### src/hdl/hsum_consts.svh
// constants for the serial port divisor, receive view and character match block
// Notes on behaviour
// - match flag sits in bit 10 and reads 0 while matching is off.
// - break flag in bit 9 set for a break frame, clear otherwise.
// - bit 8 carries the sampled address bit of the received frame.
// - bits 7..0 give last character, or FIFO head when FIFOs are on.
// - received byte is valid only while the ready flag is 1.
// - extended read mirrors ready, tx empty, overrun and the head character's flags into upper bits; bit 11 reads 0.
// - peek read returns same contents, changes no status, no FIFO advance.
// - receive data read advances FIFO and drops ready when nothing remains.
// - sample clock is UART clock divided by divisor; baud is clock/(16*div).
// - UART clock is processor clock or the external clock when selected.
// - a zero divisor stops all reception and transmission.
// - autobaud loads the divisor field itself with the detected value.
// - divisor 1 is accepted, giving one sixteenth of the UART clock.
// - match registers hold odd character in 15..8, even in 7..0.
// - with match on, every character is compared and match flag set when any of the six characters equals it.
// - address matching also requires the pair's match address bit.
// - with match off, match fields are ignored and nothing compared.
`ifndef HSUM_CONSTS_SVH
`define HSUM_CONSTS_SVH
// register indices; byte address is four times the index
`define HSUM_IDX_CONTROL 12'h260
`define HSUM_IDX_STATUS 12'h262
`define HSUM_IDX_RXDATA 12'h26A
`define HSUM_IDX_PEEK 12'h26C
`define HSUM_IDX_DIVISOR 12'h26E
`define HSUM_IDX_MATCH01 12'h270
`define HSUM_IDX_MATCH23 12'h272
`define HSUM_IDX_MATCH45 12'h274
// control bit positions
`define HSUM_CTL_RX_MODE 0
`define HSUM_CTL_TX_MODE 1
`define HSUM_CTL_CMP_EN 2
`define HSUM_CTL_ABIT_EN 3
`define HSUM_CTL_PAIR_AB 4
`define HSUM_CTL_EXT_READ 7
`define HSUM_CTL_EXT_CLK 8
`define HSUM_CTL_AUTOBAUD 9
`define HSUM_CTL_FIFO_EN 10
`define HSUM_CTL_ADDR_FRAME 11
// status and receive view bit positions
`define HSUM_ST_RDR 15
`define HSUM_ST_TX_HOLD_EMPTY_FLAG 14
`define HSUM_ST_FER 13
`define HSUM_ST_OER 12
`define HSUM_ST_PER 11
`define HSUM_ST_MATCH 10
`define HSUM_ST_BRK 9
`define HSUM_ST_AB 8
// reset values
`define HSUM_RST_WORD 16'h0000
// receiver timing in 16x ticks, and receive fifo depth
`define HSUM_MID_TICK 4'h7
`define HSUM_LAST_TICK 4'hF
`define HSUM_FIFO_DEPTH 4
`endif

### src/hdl/hsum_pkg.sv
// types shared by the serial port divisor and match block
package hsum_pkg;
	typedef enum logic [1:0] {
		HSUM_RX_IDLE = 2'b00,
		HSUM_RX_START = 2'b01,
		HSUM_RX_BITS = 2'b10,
		HSUM_RX_STOP = 2'b11
	} hsum_rx_state_t;
	typedef struct packed {
		logic framing_error_flag;
		logic match;
		logic line_break_flag;
		logic ab;
		logic [7:0] data;
	} hsum_rx_entry_t;
endpackage

### src/hdl/hsum_core.sv
// divisor, character match and receive data views of the high-speed serial port
//
// The implementer's own choice: the APB register port.
`timescale 1ns/1ps
`include "hsum_consts.svh"
module hsum_core import hsum_pkg::*; (
	// clock and reset
	input wire logic pclk,
	input wire logic presetn,
	// apb slave
	input wire logic psel,
	input wire logic penable,
	input wire logic pwrite,
	input wire logic [31:0] paddr,
	input wire logic [31:0] pwdata,
	output logic [31:0] prdata,
	output logic pready,
	output logic pslverr,
	// serial side
	input wire logic serial_rx_line,
	input wire logic external_uart_clock,
	// transmitter status from the same clock domain
	input wire logic tx_hold_empty_flag
);
	logic [31:0] prdata_reg;
	logic pready_reg;
	logic pslverr_reg;
	logic [15:0] port_control_a_reg;
	logic [15:0] divisor_value_reg;
	logic [15:0] match_reg [0:2];
	logic fer_st_reg, oer_st_reg, per_st_reg, match_st_reg, brk_st_reg;
	hsum_rx_entry_t fifo_mem [0:`HSUM_FIFO_DEPTH-1];
	logic [1:0] fifo_rd_reg, fifo_wr_reg;
	logic [2:0] fifo_cnt_reg;
	logic rx_s1_reg, rx_s2_reg, rx_s3_reg;
	logic ck_s1_reg, ck_s2_reg, ck_s3_reg;
	logic [15:0] baud_cnt_reg;
	logic [3:0] tick_cnt_reg;
	logic [3:0] bit_cnt_reg;
	logic [8:0] shift_reg;
	hsum_rx_state_t rx_state_reg;
	logic [19:0] ab_cnt_reg;
	logic ab_busy_reg;

	assign prdata = prdata_reg;
	assign pready = pready_reg;
	assign pslverr = pslverr_reg;

	// apb decode; registers sit at four times their index
	wire setup = psel & ~penable & ~pready_reg;
	wire done = psel & penable & pready_reg;
	wire [11:0] idx = paddr[13:2];
	wire hit_ctl = idx == `HSUM_IDX_CONTROL;
	wire hit_st = idx == `HSUM_IDX_STATUS;
	wire hit_rxd = idx == `HSUM_IDX_RXDATA;
	wire hit_peek = idx == `HSUM_IDX_PEEK;
	wire hit_div = idx == `HSUM_IDX_DIVISOR;
	wire hit_m0 = idx == `HSUM_IDX_MATCH01;
	wire hit_m1 = idx == `HSUM_IDX_MATCH23;
	wire hit_m2 = idx == `HSUM_IDX_MATCH45;
	wire mapped = (paddr[1:0] == 2'b00) && (paddr[31:14] == 18'h0)
		&& (hit_ctl | hit_st | hit_rxd | hit_peek | hit_div | hit_m0 | hit_m1 | hit_m2);
	wire wr_done = done & pwrite & ~pslverr_reg;
	wire pop = done & ~pwrite & hit_rxd & ~pslverr_reg & (fifo_cnt_reg != 3'h0);

	// control fields
	wire rx_mode = port_control_a_reg[`HSUM_CTL_RX_MODE];
	wire cmp_en = port_control_a_reg[`HSUM_CTL_CMP_EN];
	wire abit_en = port_control_a_reg[`HSUM_CTL_ABIT_EN];
	wire ext_read = port_control_a_reg[`HSUM_CTL_EXT_READ];
	wire ext_clk = port_control_a_reg[`HSUM_CTL_EXT_CLK];
	wire autobaud = port_control_a_reg[`HSUM_CTL_AUTOBAUD];
	wire fifo_en = port_control_a_reg[`HSUM_CTL_FIFO_EN];
	wire addr_frame = port_control_a_reg[`HSUM_CTL_ADDR_FRAME];

	// uart clock: processor clock, or sampled rising edge of the external one
	wire uart_tick = ext_clk ? (ck_s2_reg & ~ck_s3_reg) : 1'b1;
	wire div_zero = divisor_value_reg == 16'h0000;
	// zero divisor gives no ticks, so nothing moves on the line
	// at or above the end count, so a smaller divisor written mid-count cannot stall for a full wrap
	wire tick16 = uart_tick & ~div_zero & (baud_cnt_reg >= divisor_value_reg - 16'h0001);

	// receiver helpers
	wire rx_in = rx_s2_reg;
	wire [3:0] last_bit = addr_frame ? 4'h9 : 4'h8;
	wire [7:0] frame_data = addr_frame ? shift_reg[7:0] : shift_reg[8:1];
	wire frame_ab = addr_frame ? shift_reg[8] : 1'b0;
	wire stop_edge = tick16 && (rx_state_reg == HSUM_RX_STOP) && (tick_cnt_reg == `HSUM_LAST_TICK);
	wire frame_brk = (frame_data == 8'h00) && ~frame_ab && ~rx_in;
	wire [2:0] fifo_cap = fifo_en ? 3'(`HSUM_FIFO_DEPTH) : 3'h1;
	wire fifo_full = fifo_cnt_reg >= fifo_cap;
	wire push = stop_edge & ~fifo_full;
	wire overrun = stop_edge & fifo_full;

	// six comparators, one per match character
	wire [7:0] chr [0:5];
	wire [2:0] pair_ab = port_control_a_reg[`HSUM_CTL_PAIR_AB+2:`HSUM_CTL_PAIR_AB];
	wire [5:0] chr_eq;
	genvar gi;
	generate
		for (gi = 0; gi < 6; gi++) begin : g_cmp
			assign chr[gi] = (gi % 2 == 1) ? match_reg[gi/2][15:8] : match_reg[gi/2][7:0];
			assign chr_eq[gi] = (chr[gi] == frame_data) && (~abit_en || (pair_ab[gi/2] == frame_ab));
		end
	endgenerate
	wire frame_match = cmp_en & (|chr_eq);

	// receive data view shared by the normal and peek reads
	hsum_rx_entry_t head;
	assign head = fifo_mem[fifo_rd_reg];
	wire rx_ready_flag = fifo_cnt_reg != 3'h0;
	wire [7:0] view_flags = {rx_ready_flag, tx_hold_empty_flag, rx_ready_flag & head.framing_error_flag, rx_ready_flag & oer_st_reg, 1'b0,
		rx_ready_flag & head.match & cmp_en, rx_ready_flag & head.line_break_flag, rx_ready_flag & head.ab};
	wire [15:0] rx_view = {ext_read ? view_flags : 8'h00, rx_ready_flag ? head.data : 8'h00};
	wire [15:0] status_view = {rx_ready_flag, tx_hold_empty_flag, fer_st_reg, oer_st_reg, per_st_reg,
		match_st_reg & cmp_en, brk_st_reg, 9'h000};

	// read mux; peek uses the same view and has no side effect
	wire [15:0] rd_word = hit_ctl ? port_control_a_reg :
		hit_st ? status_view :
		(hit_rxd | hit_peek) ? rx_view :
		hit_div ? divisor_value_reg :
		hit_m0 ? match_reg[0] :
		hit_m1 ? match_reg[1] :
		hit_m2 ? match_reg[2] : 16'h0000;

	// apb answer: one access cycle, data latched in setup
	always_ff @(posedge pclk or negedge presetn) begin
		if (!presetn) begin
			prdata_reg <= 32'h0000_0000;
			pready_reg <= 1'b0;
			pslverr_reg <= 1'b0;
		end else begin
			pready_reg <= setup;
			if (setup) begin
				pslverr_reg <= ~mapped;
				prdata_reg <= (mapped && !pwrite) ? {16'h0000, rd_word} : 32'h0000_0000;
			end
		end
	end

	// control and match registers
	always_ff @(posedge pclk or negedge presetn) begin
		if (!presetn) begin
			port_control_a_reg <= `HSUM_RST_WORD;
			match_reg[0] <= `HSUM_RST_WORD;
			match_reg[1] <= `HSUM_RST_WORD;
			match_reg[2] <= `HSUM_RST_WORD;
		end else if (wr_done) begin
			if (hit_ctl) port_control_a_reg <= pwdata[15:0];
			if (hit_m0) match_reg[0] <= pwdata[15:0];
			if (hit_m1) match_reg[1] <= pwdata[15:0];
			if (hit_m2) match_reg[2] <= pwdata[15:0];
		end else if (ab_busy_reg && rx_s2_reg && !rx_s3_reg) begin
			// autobaud finishes on the start bit's rising edge
			port_control_a_reg[`HSUM_CTL_AUTOBAUD] <= 1'b0;
		end
	end

	// divisor: software writes, autobaud loads the measured start bit
	always_ff @(posedge pclk or negedge presetn) begin
		if (!presetn) begin
			divisor_value_reg <= `HSUM_RST_WORD;
		end else if (ab_busy_reg && rx_s2_reg && !rx_s3_reg) begin
			divisor_value_reg <= ab_cnt_reg[19:4];
		end else if (wr_done && hit_div) begin
			divisor_value_reg <= pwdata[15:0];
		end
	end

	// autobaud: count uart ticks while the start bit is low
	always_ff @(posedge pclk or negedge presetn) begin
		if (!presetn) begin
			ab_cnt_reg <= 20'h00000;
			ab_busy_reg <= 1'b0;
		end else if (!autobaud) begin
			ab_busy_reg <= 1'b0;
		end else if (!rx_s2_reg && rx_s3_reg) begin
			ab_busy_reg <= 1'b1;
			// the first low cycle counts too, else the divisor comes out one short
			ab_cnt_reg <= {19'h00000, uart_tick};
		end else if (ab_busy_reg && !rx_s2_reg && uart_tick && ab_cnt_reg != 20'hFFFFF) begin
			ab_cnt_reg <= ab_cnt_reg + 20'h00001;
		end
	end

	// synchronisers for line and external clock
	always_ff @(posedge pclk or negedge presetn) begin
		if (!presetn) begin
			rx_s1_reg <= 1'b1;
			rx_s2_reg <= 1'b1;
			rx_s3_reg <= 1'b1;
			ck_s1_reg <= 1'b0;
			ck_s2_reg <= 1'b0;
			ck_s3_reg <= 1'b0;
		end else begin
			rx_s1_reg <= serial_rx_line;
			rx_s2_reg <= rx_s1_reg;
			rx_s3_reg <= rx_s2_reg;
			ck_s1_reg <= external_uart_clock;
			ck_s2_reg <= ck_s1_reg;
			ck_s3_reg <= ck_s2_reg;
		end
	end

	// baud divider making the 16x sample tick
	always_ff @(posedge pclk or negedge presetn) begin
		if (!presetn) begin
			baud_cnt_reg <= 16'h0000;
		end else if (div_zero || tick16) begin
			baud_cnt_reg <= 16'h0000;
		end else if (uart_tick) begin
			baud_cnt_reg <= baud_cnt_reg + 16'h0001;
		end
	end

	// receive framer; idle unless receive mode is on and autobaud is not running
	always_ff @(posedge pclk or negedge presetn) begin
		if (!presetn) begin
			rx_state_reg <= HSUM_RX_IDLE;
			tick_cnt_reg <= 4'h0;
			bit_cnt_reg <= 4'h0;
			shift_reg <= 9'h000;
		end else if (!rx_mode || autobaud) begin
			rx_state_reg <= HSUM_RX_IDLE;
		end else if (tick16) begin
			tick_cnt_reg <= tick_cnt_reg + 4'h1;
			case (rx_state_reg)
				HSUM_RX_IDLE: begin
					tick_cnt_reg <= 4'h0;
					if (!rx_in) rx_state_reg <= HSUM_RX_START;
				end
				HSUM_RX_START: begin
					// mid start bit check rejects glitches
					if (tick_cnt_reg == `HSUM_MID_TICK) begin
						tick_cnt_reg <= 4'h0;
						bit_cnt_reg <= 4'h0;
						rx_state_reg <= rx_in ? HSUM_RX_IDLE : HSUM_RX_BITS;
					end
				end
				HSUM_RX_BITS: begin
					if (tick_cnt_reg == `HSUM_LAST_TICK) begin
						shift_reg <= {rx_in, shift_reg[8:1]};
						bit_cnt_reg <= bit_cnt_reg + 4'h1;
						if (bit_cnt_reg == last_bit - 4'h1) rx_state_reg <= HSUM_RX_STOP;
					end
				end
				HSUM_RX_STOP: begin
					if (tick_cnt_reg == `HSUM_LAST_TICK) rx_state_reg <= HSUM_RX_IDLE;
				end
				default: rx_state_reg <= HSUM_RX_IDLE;
			endcase
		end
	end

	// fifo storage has no reset; rdr masks whatever it holds
	always_ff @(posedge pclk) begin
		if (push) begin
			fifo_mem[fifo_wr_reg] <= '{framing_error_flag: ~rx_in, match: frame_match, line_break_flag: frame_brk,
				ab: frame_ab, data: frame_data};
		end
	end

	// receive fifo; depth one when fifos are off
	always_ff @(posedge pclk or negedge presetn) begin
		if (!presetn) begin
			fifo_rd_reg <= 2'h0;
			fifo_wr_reg <= 2'h0;
			fifo_cnt_reg <= 3'h0;
		end else begin
			if (push) fifo_wr_reg <= fifo_en ? fifo_wr_reg + 2'h1 : fifo_rd_reg;
			if (pop) fifo_rd_reg <= fifo_en ? fifo_rd_reg + 2'h1 : fifo_rd_reg;
			fifo_cnt_reg <= fifo_cnt_reg + {2'b00, push} - {2'b00, pop};
		end
	end

	// sticky status flags; a set wins over a write-one clear
	wire [15:0] clr = (wr_done && hit_st) ? pwdata[15:0] : 16'h0000;
	always_ff @(posedge pclk or negedge presetn) begin
		if (!presetn) begin
			fer_st_reg <= 1'b0;
			oer_st_reg <= 1'b0;
			per_st_reg <= 1'b0;
			match_st_reg <= 1'b0;
			brk_st_reg <= 1'b0;
		end else begin
			fer_st_reg <= (push & ~rx_in) | (fer_st_reg & ~clr[`HSUM_ST_FER]);
			oer_st_reg <= overrun | (oer_st_reg & ~clr[`HSUM_ST_OER]);
			per_st_reg <= per_st_reg & ~clr[`HSUM_ST_PER];
			match_st_reg <= (push & frame_match) | (match_st_reg & ~clr[`HSUM_ST_MATCH]);
			brk_st_reg <= (push & frame_brk) | (brk_st_reg & ~clr[`HSUM_ST_BRK]);
		end
	end

	// checks
	match_off_a: assert property (@(posedge pclk) disable iff (!presetn) !cmp_en |-> !rx_view[10])
		else $error("match bit set while matching is off");
	zero_div_a: assert property (@(posedge pclk) disable iff (!presetn) div_zero |-> !tick16 && !push)
		else $error("activity with zero divisor");
	peek_keep_a: assert property (@(posedge pclk) disable iff (!presetn)
		done && hit_peek && !push |=> $stable(fifo_cnt_reg) && $stable(fifo_rd_reg))
		else $error("peek read changed the fifo");
	pop_drop_a: assert property (@(posedge pclk) disable iff (!presetn)
		pop && !push && fifo_cnt_reg == 3'h1 |=> !rx_ready_flag)
		else $error("ready stayed after last read");
	div_one_a: assert property (@(posedge pclk) disable iff (!presetn)
		divisor_value_reg == 16'h0001 && !ext_clk |-> tick16)
		else $error("divisor one not every clock");
	rdr_view_a: assert property (@(posedge pclk) disable iff (!presetn) !rx_ready_flag |-> rx_view[7:0] == 8'h00)
		else $error("data shown without ready");
	match_store_a: assert property (@(posedge pclk) disable iff (!presetn)
		push && frame_match |=> match_st_reg)
		else $error("match flag not set");
	ext_mirror_a: assert property (@(posedge pclk) disable iff (!presetn)
		ext_read |-> rx_view[15] == rx_ready_flag && rx_view[14] == tx_hold_empty_flag)
		else $error("extended bits not mirrored");
	pair_ab_a: assert property (@(posedge pclk) disable iff (!presetn)
		abit_en && cmp_en && pair_ab == 3'b000 && frame_ab |-> !frame_match)
		else $error("address bit ignored in match");
	ab_load_a: assert property (@(posedge pclk) disable iff (!presetn)
		ab_busy_reg && rx_s2_reg && !rx_s3_reg && !wr_done |=> divisor_value_reg == $past(ab_cnt_reg[19:4]))
		else $error("autobaud divisor not loaded");
	// status bits 13..8 of an empty view must read zero
	rdr_flags_a: assert property (@(posedge pclk) disable iff (!presetn)
		!rx_ready_flag |-> rx_view[13:8] == 6'h00)
		else $error("status shown without ready");
	ext_off_a: assert property (@(posedge pclk) disable iff (!presetn)
		!ext_read |-> rx_view[15:8] == 8'h00)
		else $error("upper bits shown without extended read");
	brk_store_a: assert property (@(posedge pclk) disable iff (!presetn)
		push && frame_brk |=> brk_st_reg)
		else $error("break flag not set");
	ab_plain_a: assert property (@(posedge pclk) disable iff (!presetn)
		!addr_frame |-> !frame_ab)
		else $error("address bit without address frames");
	pop_adv_a: assert property (@(posedge pclk) disable iff (!presetn)
		pop && fifo_en |=> fifo_rd_reg == $past(fifo_rd_reg) + 2'h1)
		else $error("fifo not advanced by read");
	cmp_off_a: assert property (@(posedge pclk) disable iff (!presetn)
		!cmp_en |-> !frame_match)
		else $error("match with matching off");
	push_ready_a: assert property (@(posedge pclk) disable iff (!presetn)
		push |=> rx_ready_flag)
		else $error("stored character not ready");
	fifo_bound_a: assert property (@(posedge pclk) disable iff (!presetn)
		fifo_cnt_reg <= 3'h4)
		else $error("fifo count beyond depth");
	// the bus answer is a single cycle pulse
	apb_pulse_a: assert property (@(posedge pclk) disable iff (!presetn)
		pready_reg |=> !pready_reg)
		else $error("ready held too long");
endmodule // hsum_core

### config.mk
export PLATFORM = sky130hd
export DESIGN_NAME = hsum_core
export DESIGN_NICKNAME = d
export VERILOG_FILES = /design/src/hdl/hsum_pkg.sv /design/src/hdl/hsum_core.sv
export VERILOG_INCLUDE_DIRS = /design/src /design/src/hdl
export SDC_FILE = /design/constraint.sdc
export NUM_CORES = 1
export LEC_CHECK = 0
export ABC_AREA = 0
export BUFFER_PORTS_ARGS = -buffer_cell sky130_fd_sc_hd__buf_2
export CORE_MARGIN = 2
export CORE_UTILIZATION = 25
export DETAILED_ROUTE_END_ITERATION = 12
export SLEW_MARGIN = 20
export SYNTH_ARGS = -nofsm -noshare
export SYNTH_HDL_FRONTEND = slang
export SYNTH_SLANG_ARGS = --single-unit
export TNS_END_PERCENT = 100
### constraint.sdc
create_clock -name pclk -period 4.1 [get_ports pclk]
set_input_delay 0.82 -clock pclk [delete_from_list [all_inputs] [get_ports pclk]]
set_output_delay 0.82 -clock pclk [all_outputs]
set_load 0.01 [all_outputs]
; ---- Word-level counts from Yosys, hierarchy flattened
; Memory sizes are Yosys's and may differ from the RTL's.
; Index checks and enable logic that the tools add are counted.
[op_classes]
n_reduce_logical = 54
order_cmp = 2
n_bitwise = 60
n_mux = 44
addsub = 10
n_eq_ne = 33
[ops]
columns = cell, count
row1 = two-way mux 16 bit, 12
row2 = equality test 12 x 10 -> 1 bit (second input constant), 8
row3 = equality test 8 bit, 6
row4 = two-way mux 20 bit, 2
row5 = bitwise AND 1 bit, 31
row6 = two-way mux 8 bit, 3
row7 = logical AND 1 bit, 21
row8 = adder 20 x 1 -> 20 bit (second input constant), 1
row9 = inequality test 20 bit (second input constant), 1
row10 = logical NOT 18 bit, 1
row11 = two-way mux 2 bit, 9
row12 = inverter 1 bit, 17
row13 = adder 16 x 1 -> 16 bit (second input constant), 1
row14 = >= comparator 16 bit, 1
row15 = logical NOT 16 bit, 1
row16 = one-hot mux 4 bit (2 select lines), 2
row17 = AND reduction 2 bit, 8
row18 = subtractor 16 x 1 -> 16 bit (second input constant), 1
row19 = two-way mux 14 bit, 1
row20 = two-way mux 4 bit, 3
row21 = inequality test 3 bit (second input constant), 4
row22 = OR 1 bit, 12
row23 = nonzero test 2 bit, 6
row24 = two-way mux 10 bit, 1
row25 = other kinds (27), 50
[word_totals]
n_memories = 1
inputBits = 72
register_bits = 188
ram_bits = 48
[mem_list]
columns = memory, depth, width, rd, rd_clocked_by_memory_dff, wr, line
row1 = fifo_mem, 4, 12, 1, 0, 1, hsum_core.sv:32  ; hsum_rx_entry_t fifo_mem [0:`HSUM_FIFO_DEPTH-1];

; ---- Logic depth before layout (Yosys ltp)
; Gate-level depths: netlist of run 1.
[logic_depth]
depth_word = 11
ltp_mapped = 21

; ---- Least setup slack after synthesis of run 1
; OpenSTA, ideal clock, no wires.
[synth_timing]
kind = register to register
startpoint = reg divisor_value_reg[2]
endpoint = reg fifo_cnt_reg[2]
setup_slack_ns = -0.433
path_buffers = 1
arrival_time_ns = 4.408
stages_incl_launch_ff = 21
setup_time_ns = 0.125
synth_period_minus_slack_ns = 4.533
cell_sequence = dfrtp_1 -> clkbuf_1 -> nor4_2 -> nand2b_1 -> nor4_1 -> inv_1 -> or3_2 -> xor2_1 -> ha_1 -> o2111ai_1 -> and2_1 -> o31ai_2 -> nor3b_1 -> inv_1 -> ha_1 -> inv_1 -> ha_1 -> inv_1 -> fa_1 -> xnor2_1 -> xnor2_1
[synth_via]
elab_chain_len = 9
elab_cells_between_ends = 11
cone_classes = add/sub: 3 / order compare: 1 / bitwise: 4 / reduce/logical: 3
[synth_rtl]
columns = item, line
row1 = "start, declared", hsum_core.sv:29  ; logic [15:0] divisor_value_reg;
row2 = "start signal, assigned", hsum_core.sv:163  ; divisor_value_reg <= `HSUM_RST_WORD;
row3 = "start signal, assigned", hsum_core.sv:165  ; divisor_value_reg <= ab_cnt_reg[19:4];
row4 = "start signal, assigned", hsum_core.sv:167  ; divisor_value_reg <= pwdata[15:0];
row5 = "parallel branches: the longest is 3 deep, another holds subtractor 16 x 1 -> 16 bit", n/a
row6 = bitwise AND 1 bit (*), hsum_core.sv:81  ; wire tick16 = uart_tick & ~div_zero & (baud_cnt_reg >= divisor_value_reg - 16'h0001);
row7 = logical AND 1 bit (*) (2 in a row), hsum_core.sv:88  ; wire stop_edge = tick16 && (rx_state_reg == HSUM_RX_STOP) && (tick_cnt_reg == `HSUM_LAST_TICK);
row8 = bitwise AND 1 bit (*), hsum_core.sv:92  ; wire push = stop_edge & ~fifo_full;
row9 = adder 3 x 1 -> 3 bit (*), hsum_core.sv:273  ; fifo_cnt_reg <= fifo_cnt_reg + {2'b00, push} - {2'b00, pop};
row10 = subtractor 3 x 1 -> 3 bit (*), hsum_core.sv:273
row11 = "end signal, assigned", hsum_core.sv:273
row12 = "end, declared", hsum_core.sv:34  ; logic [2:0] fifo_cnt_reg;
; Mark *: on every way between the ends.
; A chain may end at the register's enable or synchronous reset.

; ---- Worst setup path after layout of run 1
[layout_timing]
startpoint = reg divisor_value_reg[5]
endpoint = reg fifo_cnt_reg[2]
; The elaborated chain is that of the path after synthesis.

==> impl_metrics.ini, run 1 <==
[synth]
synth_flop_cell = dfrtp_1
synth-edff-count = 48
ys_top_cells_by_area = dfrtp_1 36%, edfxtp_1 12%, mux2_2 6.3%
syn_area_per_cell_um2 = 11.0
yosys.area.top_type_share_pct = 36.1
synth_commonest_cells = 169 x dfrtp_1, 117 x nand2_1, 76 x nor2_1, 66 x mux2_2, 62 x xnor2_1
yosysMostFrequentCell = dfrtp_1
async_flop_share_pct = 78.2
synth.distinct_cells = 85
synth_top_cell_by_area = dfrtp_1
yosysWarningCount = 0
synth_seq_cells = 220
synthesis.area_um2 = 11700
ys_seq_area_share_pct = 49.1
synthCells = 1070

[floorplan]
die_h_um = 221
start_util_pct = 25.2
core_um2 = 46500
die_area_um2 = 48600
io_pins = 106
rows = 79
die_x_um = 221

[run_status]
status = finished with violations
failed_checks = setup timing

[clock_network]
cts.sinks = 220
numCtsBuffers = 25
ctsHtreeMaxLevel = 1
path_clk_slew_ps = 60
insertion_delay_ps = 520
cts.path.max_buffers = 3
cts_root_buf = clkbuf_16
cts_tree = done

[detailed_routing]
ant_nets = 0
wl_per_cell_um = 18.0
drc_errors = 0
drt_iter0_drc = 629
vias = 8729
vias_per_cell = 4.81
wirelength_um = 32800
first_pass_iters = 8

[global_routing]
use_met3_pct = 2.46
grt_pass1_wl_um = 50500
gr-usage-met2_pct = 21.8
busiest_layer = met2
grt_max_degree = 77
track_usage_pct = 13.5
antenna_found_initial = 5
grt.overflow.total = 0
grt_pass1_vias = 8624
grt_use_met1_pct = 18.3

[cells_and_area]
area_delta_synth_final_pct = 19.1
post-route-util_pct = 30.1
instances_no_fill = 1815
diodes = 0
final_layout_size_suffix_gt1_share_pct = 25.2
layout.nets = 1297

[power]
ir_drop_v = 0.000232
leakage_nw = 5.95
powerDensity_nw_per_um2 = 340

[sta]
tightest_slew_ps = 912
setup_ws_ps = -58.9
post-route-period-util_pct = 101
maxSlewViolCount = 0
max-slew-margin-rel_pct = 38.0
rsz0062_at_grt = yes
max_clock_freq_mhz = 240
setup_viol = 1
skew_ps = 12.2
finalHoldViolCount = 0
final.min_clock_period_ps = 4160

[place]
dp_hpwl_um = 24200
dpl.cell_count = 1768
port-buffer-count = 73
routabilityCongestion = 0.867

[worst_setup_path]
crit_type = reg -> reg
cp.required_ps = 4500
start_kind = register
ff2ff_setup_slack_ps = -60
crit_fanout = 3
crit_arrival_ps = 4560
cp-end-kind = register

[run]
drv_cap = 0

[worst_hold_path]
hold_class = in -> async
[critical path, stage by stage (launching register included)]
cell and delay (ps):
dfrtp_1 400, nor4_4 300, nand2b_1 140, nor4_4 210
inv_1 90, or3_4 330, xor2_1 150, ha_1 350
o2111ai_2 120, and2_4 160, o31ai_4 240, nor3b_4 280
inv_1 90, ha_1 290, inv_1 60, ha_1 150
inv_2 40, fa_2 360, xnor2_2 140, xnor2_1 120
[where the power goes]
group / leakage [nW] / internal [W] / total, W / switching (W)
Combinational: 2.92 / 0.0000625 / 0.000191 / 0.000129
Sequential: 2.63 / 0.00225 / 0.00229 / 0.0000409
Clock: 0.396 / 0.00139 / 0.00226 / 0.000873
[per-layer routing]
metal	part of all wire, %	vias to the layer above
met5	0.070	-
met4	3.5	4
met3	5.6	77
met2	46	235
met1	45	4341
li1	-	4072
[through the flow]
step	TNS [ps]	instance area [µm²]	hold WS (ps)	setup WS, ps	total power (W)
floorplan	0	11800	331	22.9	0.00241
global placement	-76.5	13100	342	-74.4	0.00252
detailed placement	-179	13100	336	-142	0.00253
CTS	-27.9	13900	350	-27.9	0.00480
global route	-304	14000	356	-198	0.00493
finish	-58.9	14000	342	-58.9	0.00475
[cells by family (layout without fill, tap and decap cells)]
family,Yosys count,count (layout),synth area share [%]
AO/OA/AOI/OAI,168,168,9.71
XOR/XNOR,92,92,6.88
adder cells (fa/ha/maj),34,34,3.69
buffers and inverters,93,216,3.69
flip-flops,220,220,49.1
multiplexers,101,101,10.9
other,1,16,0.0320
AND/OR/NAND/NOR,361,361,16.0
[final timing paths]
check,depth (start not counted),from,endpoint
worst min register to register,0,ck_s1_reg,ck_s2_reg
worst max register to register,19,divisor_value_reg[5],fifo_cnt_reg[2]
worst max-delay path,19,divisor_value_reg[5],fifo_cnt_reg[2]
min in group pclk,0,ck_s1_reg,ck_s2_reg
worst min-delay path,1,presetn,bit_cnt_reg[3]
max in group asynchronous,2,presetn,shift_reg[1]
[repair_timing]
item | in CTS | in global routing
hold buffers | 0 | 0
resized for setup | 3 | 5
pin swaps | 1 | 0
setup endpoints to repair | 2 | 2
buffers inserted | 1 | 2
[layout by cell type (no fill, tap or decap), types with 4 or more instances in the layout]
cell type and count:
inv_1 41, edfxtp_1 48, nor4_1 18, dfrtp_1 169
a21oi_1 33, nor3_1 11, a22o_1 14, mux2i_2 8
nor4b_1 4, bufinv_16 4, clkbuf_1 8, buf_4 56
and2_1 8, nand3_1 31, mux2_1 6, or3_1 9
nor2b_1 7, nand2b_1 7, o21ai_0 40, ha_1 33
mux2i_1 9, conb_1 16, nand2_1 117, mux2_2 66
a21o_1 6, nor2_2 15, mux4_2 12, a31oi_1 17
a222oi_1 11, nand4_1 15, xor2_1 30, nor2_1 76
buf_2 72, clkbuf_16 25, a22oi_1 7, xnor2_1 61
[area by class of cell]
class | instances | area, µm²
Fill cell | 4798 | 32500
Sequential cell | 220 | 5750
Inverter | 43 | 161
Timing Repair Buffer | 129 | 792
Clock inverter | 10 | 150
Multi-Input combinational cell | 772 | 5680
Clock buffer | 34 | 669
Tap cell | 607 | 759
(Power assumes the default switching activity.)
==> run 2: changes to the inputs <==
==> constraint.sdc (replaced) <==
create_clock -name pclk -period 4.3 [get_ports pclk]
set_input_delay 0.86 -clock pclk [delete_from_list [all_inputs] [get_ports pclk]]
set_output_delay 0.86 -clock pclk [all_outputs]
set_load 0.01 [all_outputs]
==> impl_metrics.ini, run 2 (synthesized netlist as in run 1, its figures left out) <==
[worst_setup_path]
cp-end-kind = register
cp.required_ps = 4700
crit_type = reg -> reg
crit_fanout = 3
start_kind = register
crit_arrival_ps = 4640

[sta]
final.min_clock_period_ps = 4230
post-route-period-util_pct = 98.5
rsz0062_at_grt = yes
timing.setup.tns_ps = 0
skew_ps = 13.1
maxSlewViolCount = 0
max-slew-margin-rel_pct = 34.5
tightest_slew_ps = 983
setup_viol = 0
max_clock_freq_mhz = 236
finalHoldViolCount = 0

[clock_network]
cts.sinks = 220
insertion_delay_ps = 520
cts_root_buf = clkbuf_16
holdBufCountCts = 0
ctsHtreeMaxLevel = 1
cts_tree = done
path_clk_slew_ps = 60
numCtsBuffers = 24
cts.path.max_buffers = 3

[place]
port-buffer-count = 73
placedInstanceArea_um2 = 12900
dpl.cell_count = 1748
dp_hpwl_um = 24100
routabilityCongestion = 0.861

[floorplan]
die_area_um2 = 48600
start_util_pct = 25.2
die_x_um = 221
die_h_um = 221
io_pins = 106
core_um2 = 46500
rows = 79

[global_routing]
grt_pass1_vias = 8659
grt_max_degree = 96
antenna_found_initial = 4
track_usage_pct = 13.6
grt.overflow.total = 0
grt_pass1_wl_um = 51100

[detailed_routing]
vias = 8693
first_pass_iters = 7
ant_nets = 0
wirelength_um = 33100
wl_per_cell_um = 18.4
drc_errors = 0
drt_iter0_drc = 741
vias_per_cell = 4.82

[run]
drv_cap = 0

[cells_and_area]
layout.nets = 1283
diodes = 0
final_layout_size_suffix_gt1_share_pct = 24.6
instances_no_fill = 1802
area_delta_synth_final_pct = 18.1
fillers = 4790
layout_commonest_cell = dfrtp_1
design_area_um2 = 13800
final_cell_mix = 168 x dfrtp_1, 117 x nand2_1, 76 x nor2_1, 72 x buf_2, 66 x mux2_2

[run_status]
status = finished clean

[power]
leakage_nw = 5.85
ir_drop_v = 0.000190
powerDensity_nw_per_um2 = 312

[worst_hold_path]
hold_class = reg -> reg
-- run 2: cell types whose count changed in the layout (fill, tap and decap cells not counted), sizes merged --
cell,delta
clkbuf,+5
bufinv,-3
buf,-13
clkinv,-2
-- run 2: stage by stage --
stage	hold WS (ps)	power (W)	worst slack [ps]	util (%)
floorplan	331	0.00230	58.4	-
global placement	335	0.00240	-13.5	27.8
detailed placement	340	0.00240	-45.1	27.8
CTS	354	0.00437	51.0	29.5
global route	361	0.00448	-90.9	29.8
finish	350	0.00432	65.1	29.8
-- run 2: power by group --
| group | switching [W] | total (W) | internal, W |
|---|---|---|---|
| clock network | 0.000822 | 0.00196 | 0.00114 |
| logic | 0.000125 | 0.000182 | 0.0000576 |
| registers | 0.0000353 | 0.00218 | 0.00215 |
| total | 0.000982 | 0.00432 | 0.00334 |
-- run 2: final cells by class --
class,count,area [µm²],share of cell area [%]
clock buffer,39,678,4.90
timing repair buffer,116,719,5.20
multi-input combinational,772,5710,41.3
clock inverter,5,52.6,0.380
inverter,43,164,1.18
tap,607,759,5.49
sequential,220,5750,41.6
-- run 2: final timing paths --
kind,start,to,slack (ps),cells past startpoint
setup / recovery,divisor_value_reg[5],fifo_cnt_reg[2],70,20
min in group asynchronous,presetn,baud_cnt_reg[14],430,1
max in group asynchronous,presetn,shift_reg[1],2900,2
hold / removal,ck_s1_reg,ck_s2_reg,350,0
setup reg to reg,divisor_value_reg[5],fifo_cnt_reg[2],70,20
hold reg to reg,ck_s1_reg,ck_s2_reg,350,0
-- run 2: worst max-delay path, stage by stage, from the launching register on --
cell      delay, ps
dfrtp_1         410
nor4_4          310
nand2b_1        160
nor4_4          330
inv_1            90
or3_4           330
xor2_1          150
ha_1            350
nand4_1         130
nand3_2         110
a41oi_2          50
o31ai_4         260
nor3b_4         280
inv_2            80
ha_4            220
inv_4            50
ha_4            110
inv_2            30
fa_2            370
xnor2_2         150
xnor2_1         120
-- run 2: what timing repair did --
item / 4_1_cts / 5_1_grt
pin swaps: 2 / 12
gates resized for setup: 2 / 18
setup endpoints to repair: 1 / 2
buffers inserted: 5 / 5
-- run 2: layer usage --
layer | vias to the layer above | track usage, % | wire, µm
met4 | 8 | 5.18 | 1160
met5 | - | 0 | 57
met3 | 66 | 2.42 | 2110
li1 | 4041 | - | -
met1 | 4313 | 18.3 | 14600
met2 | 265 | 22.0 | 15200
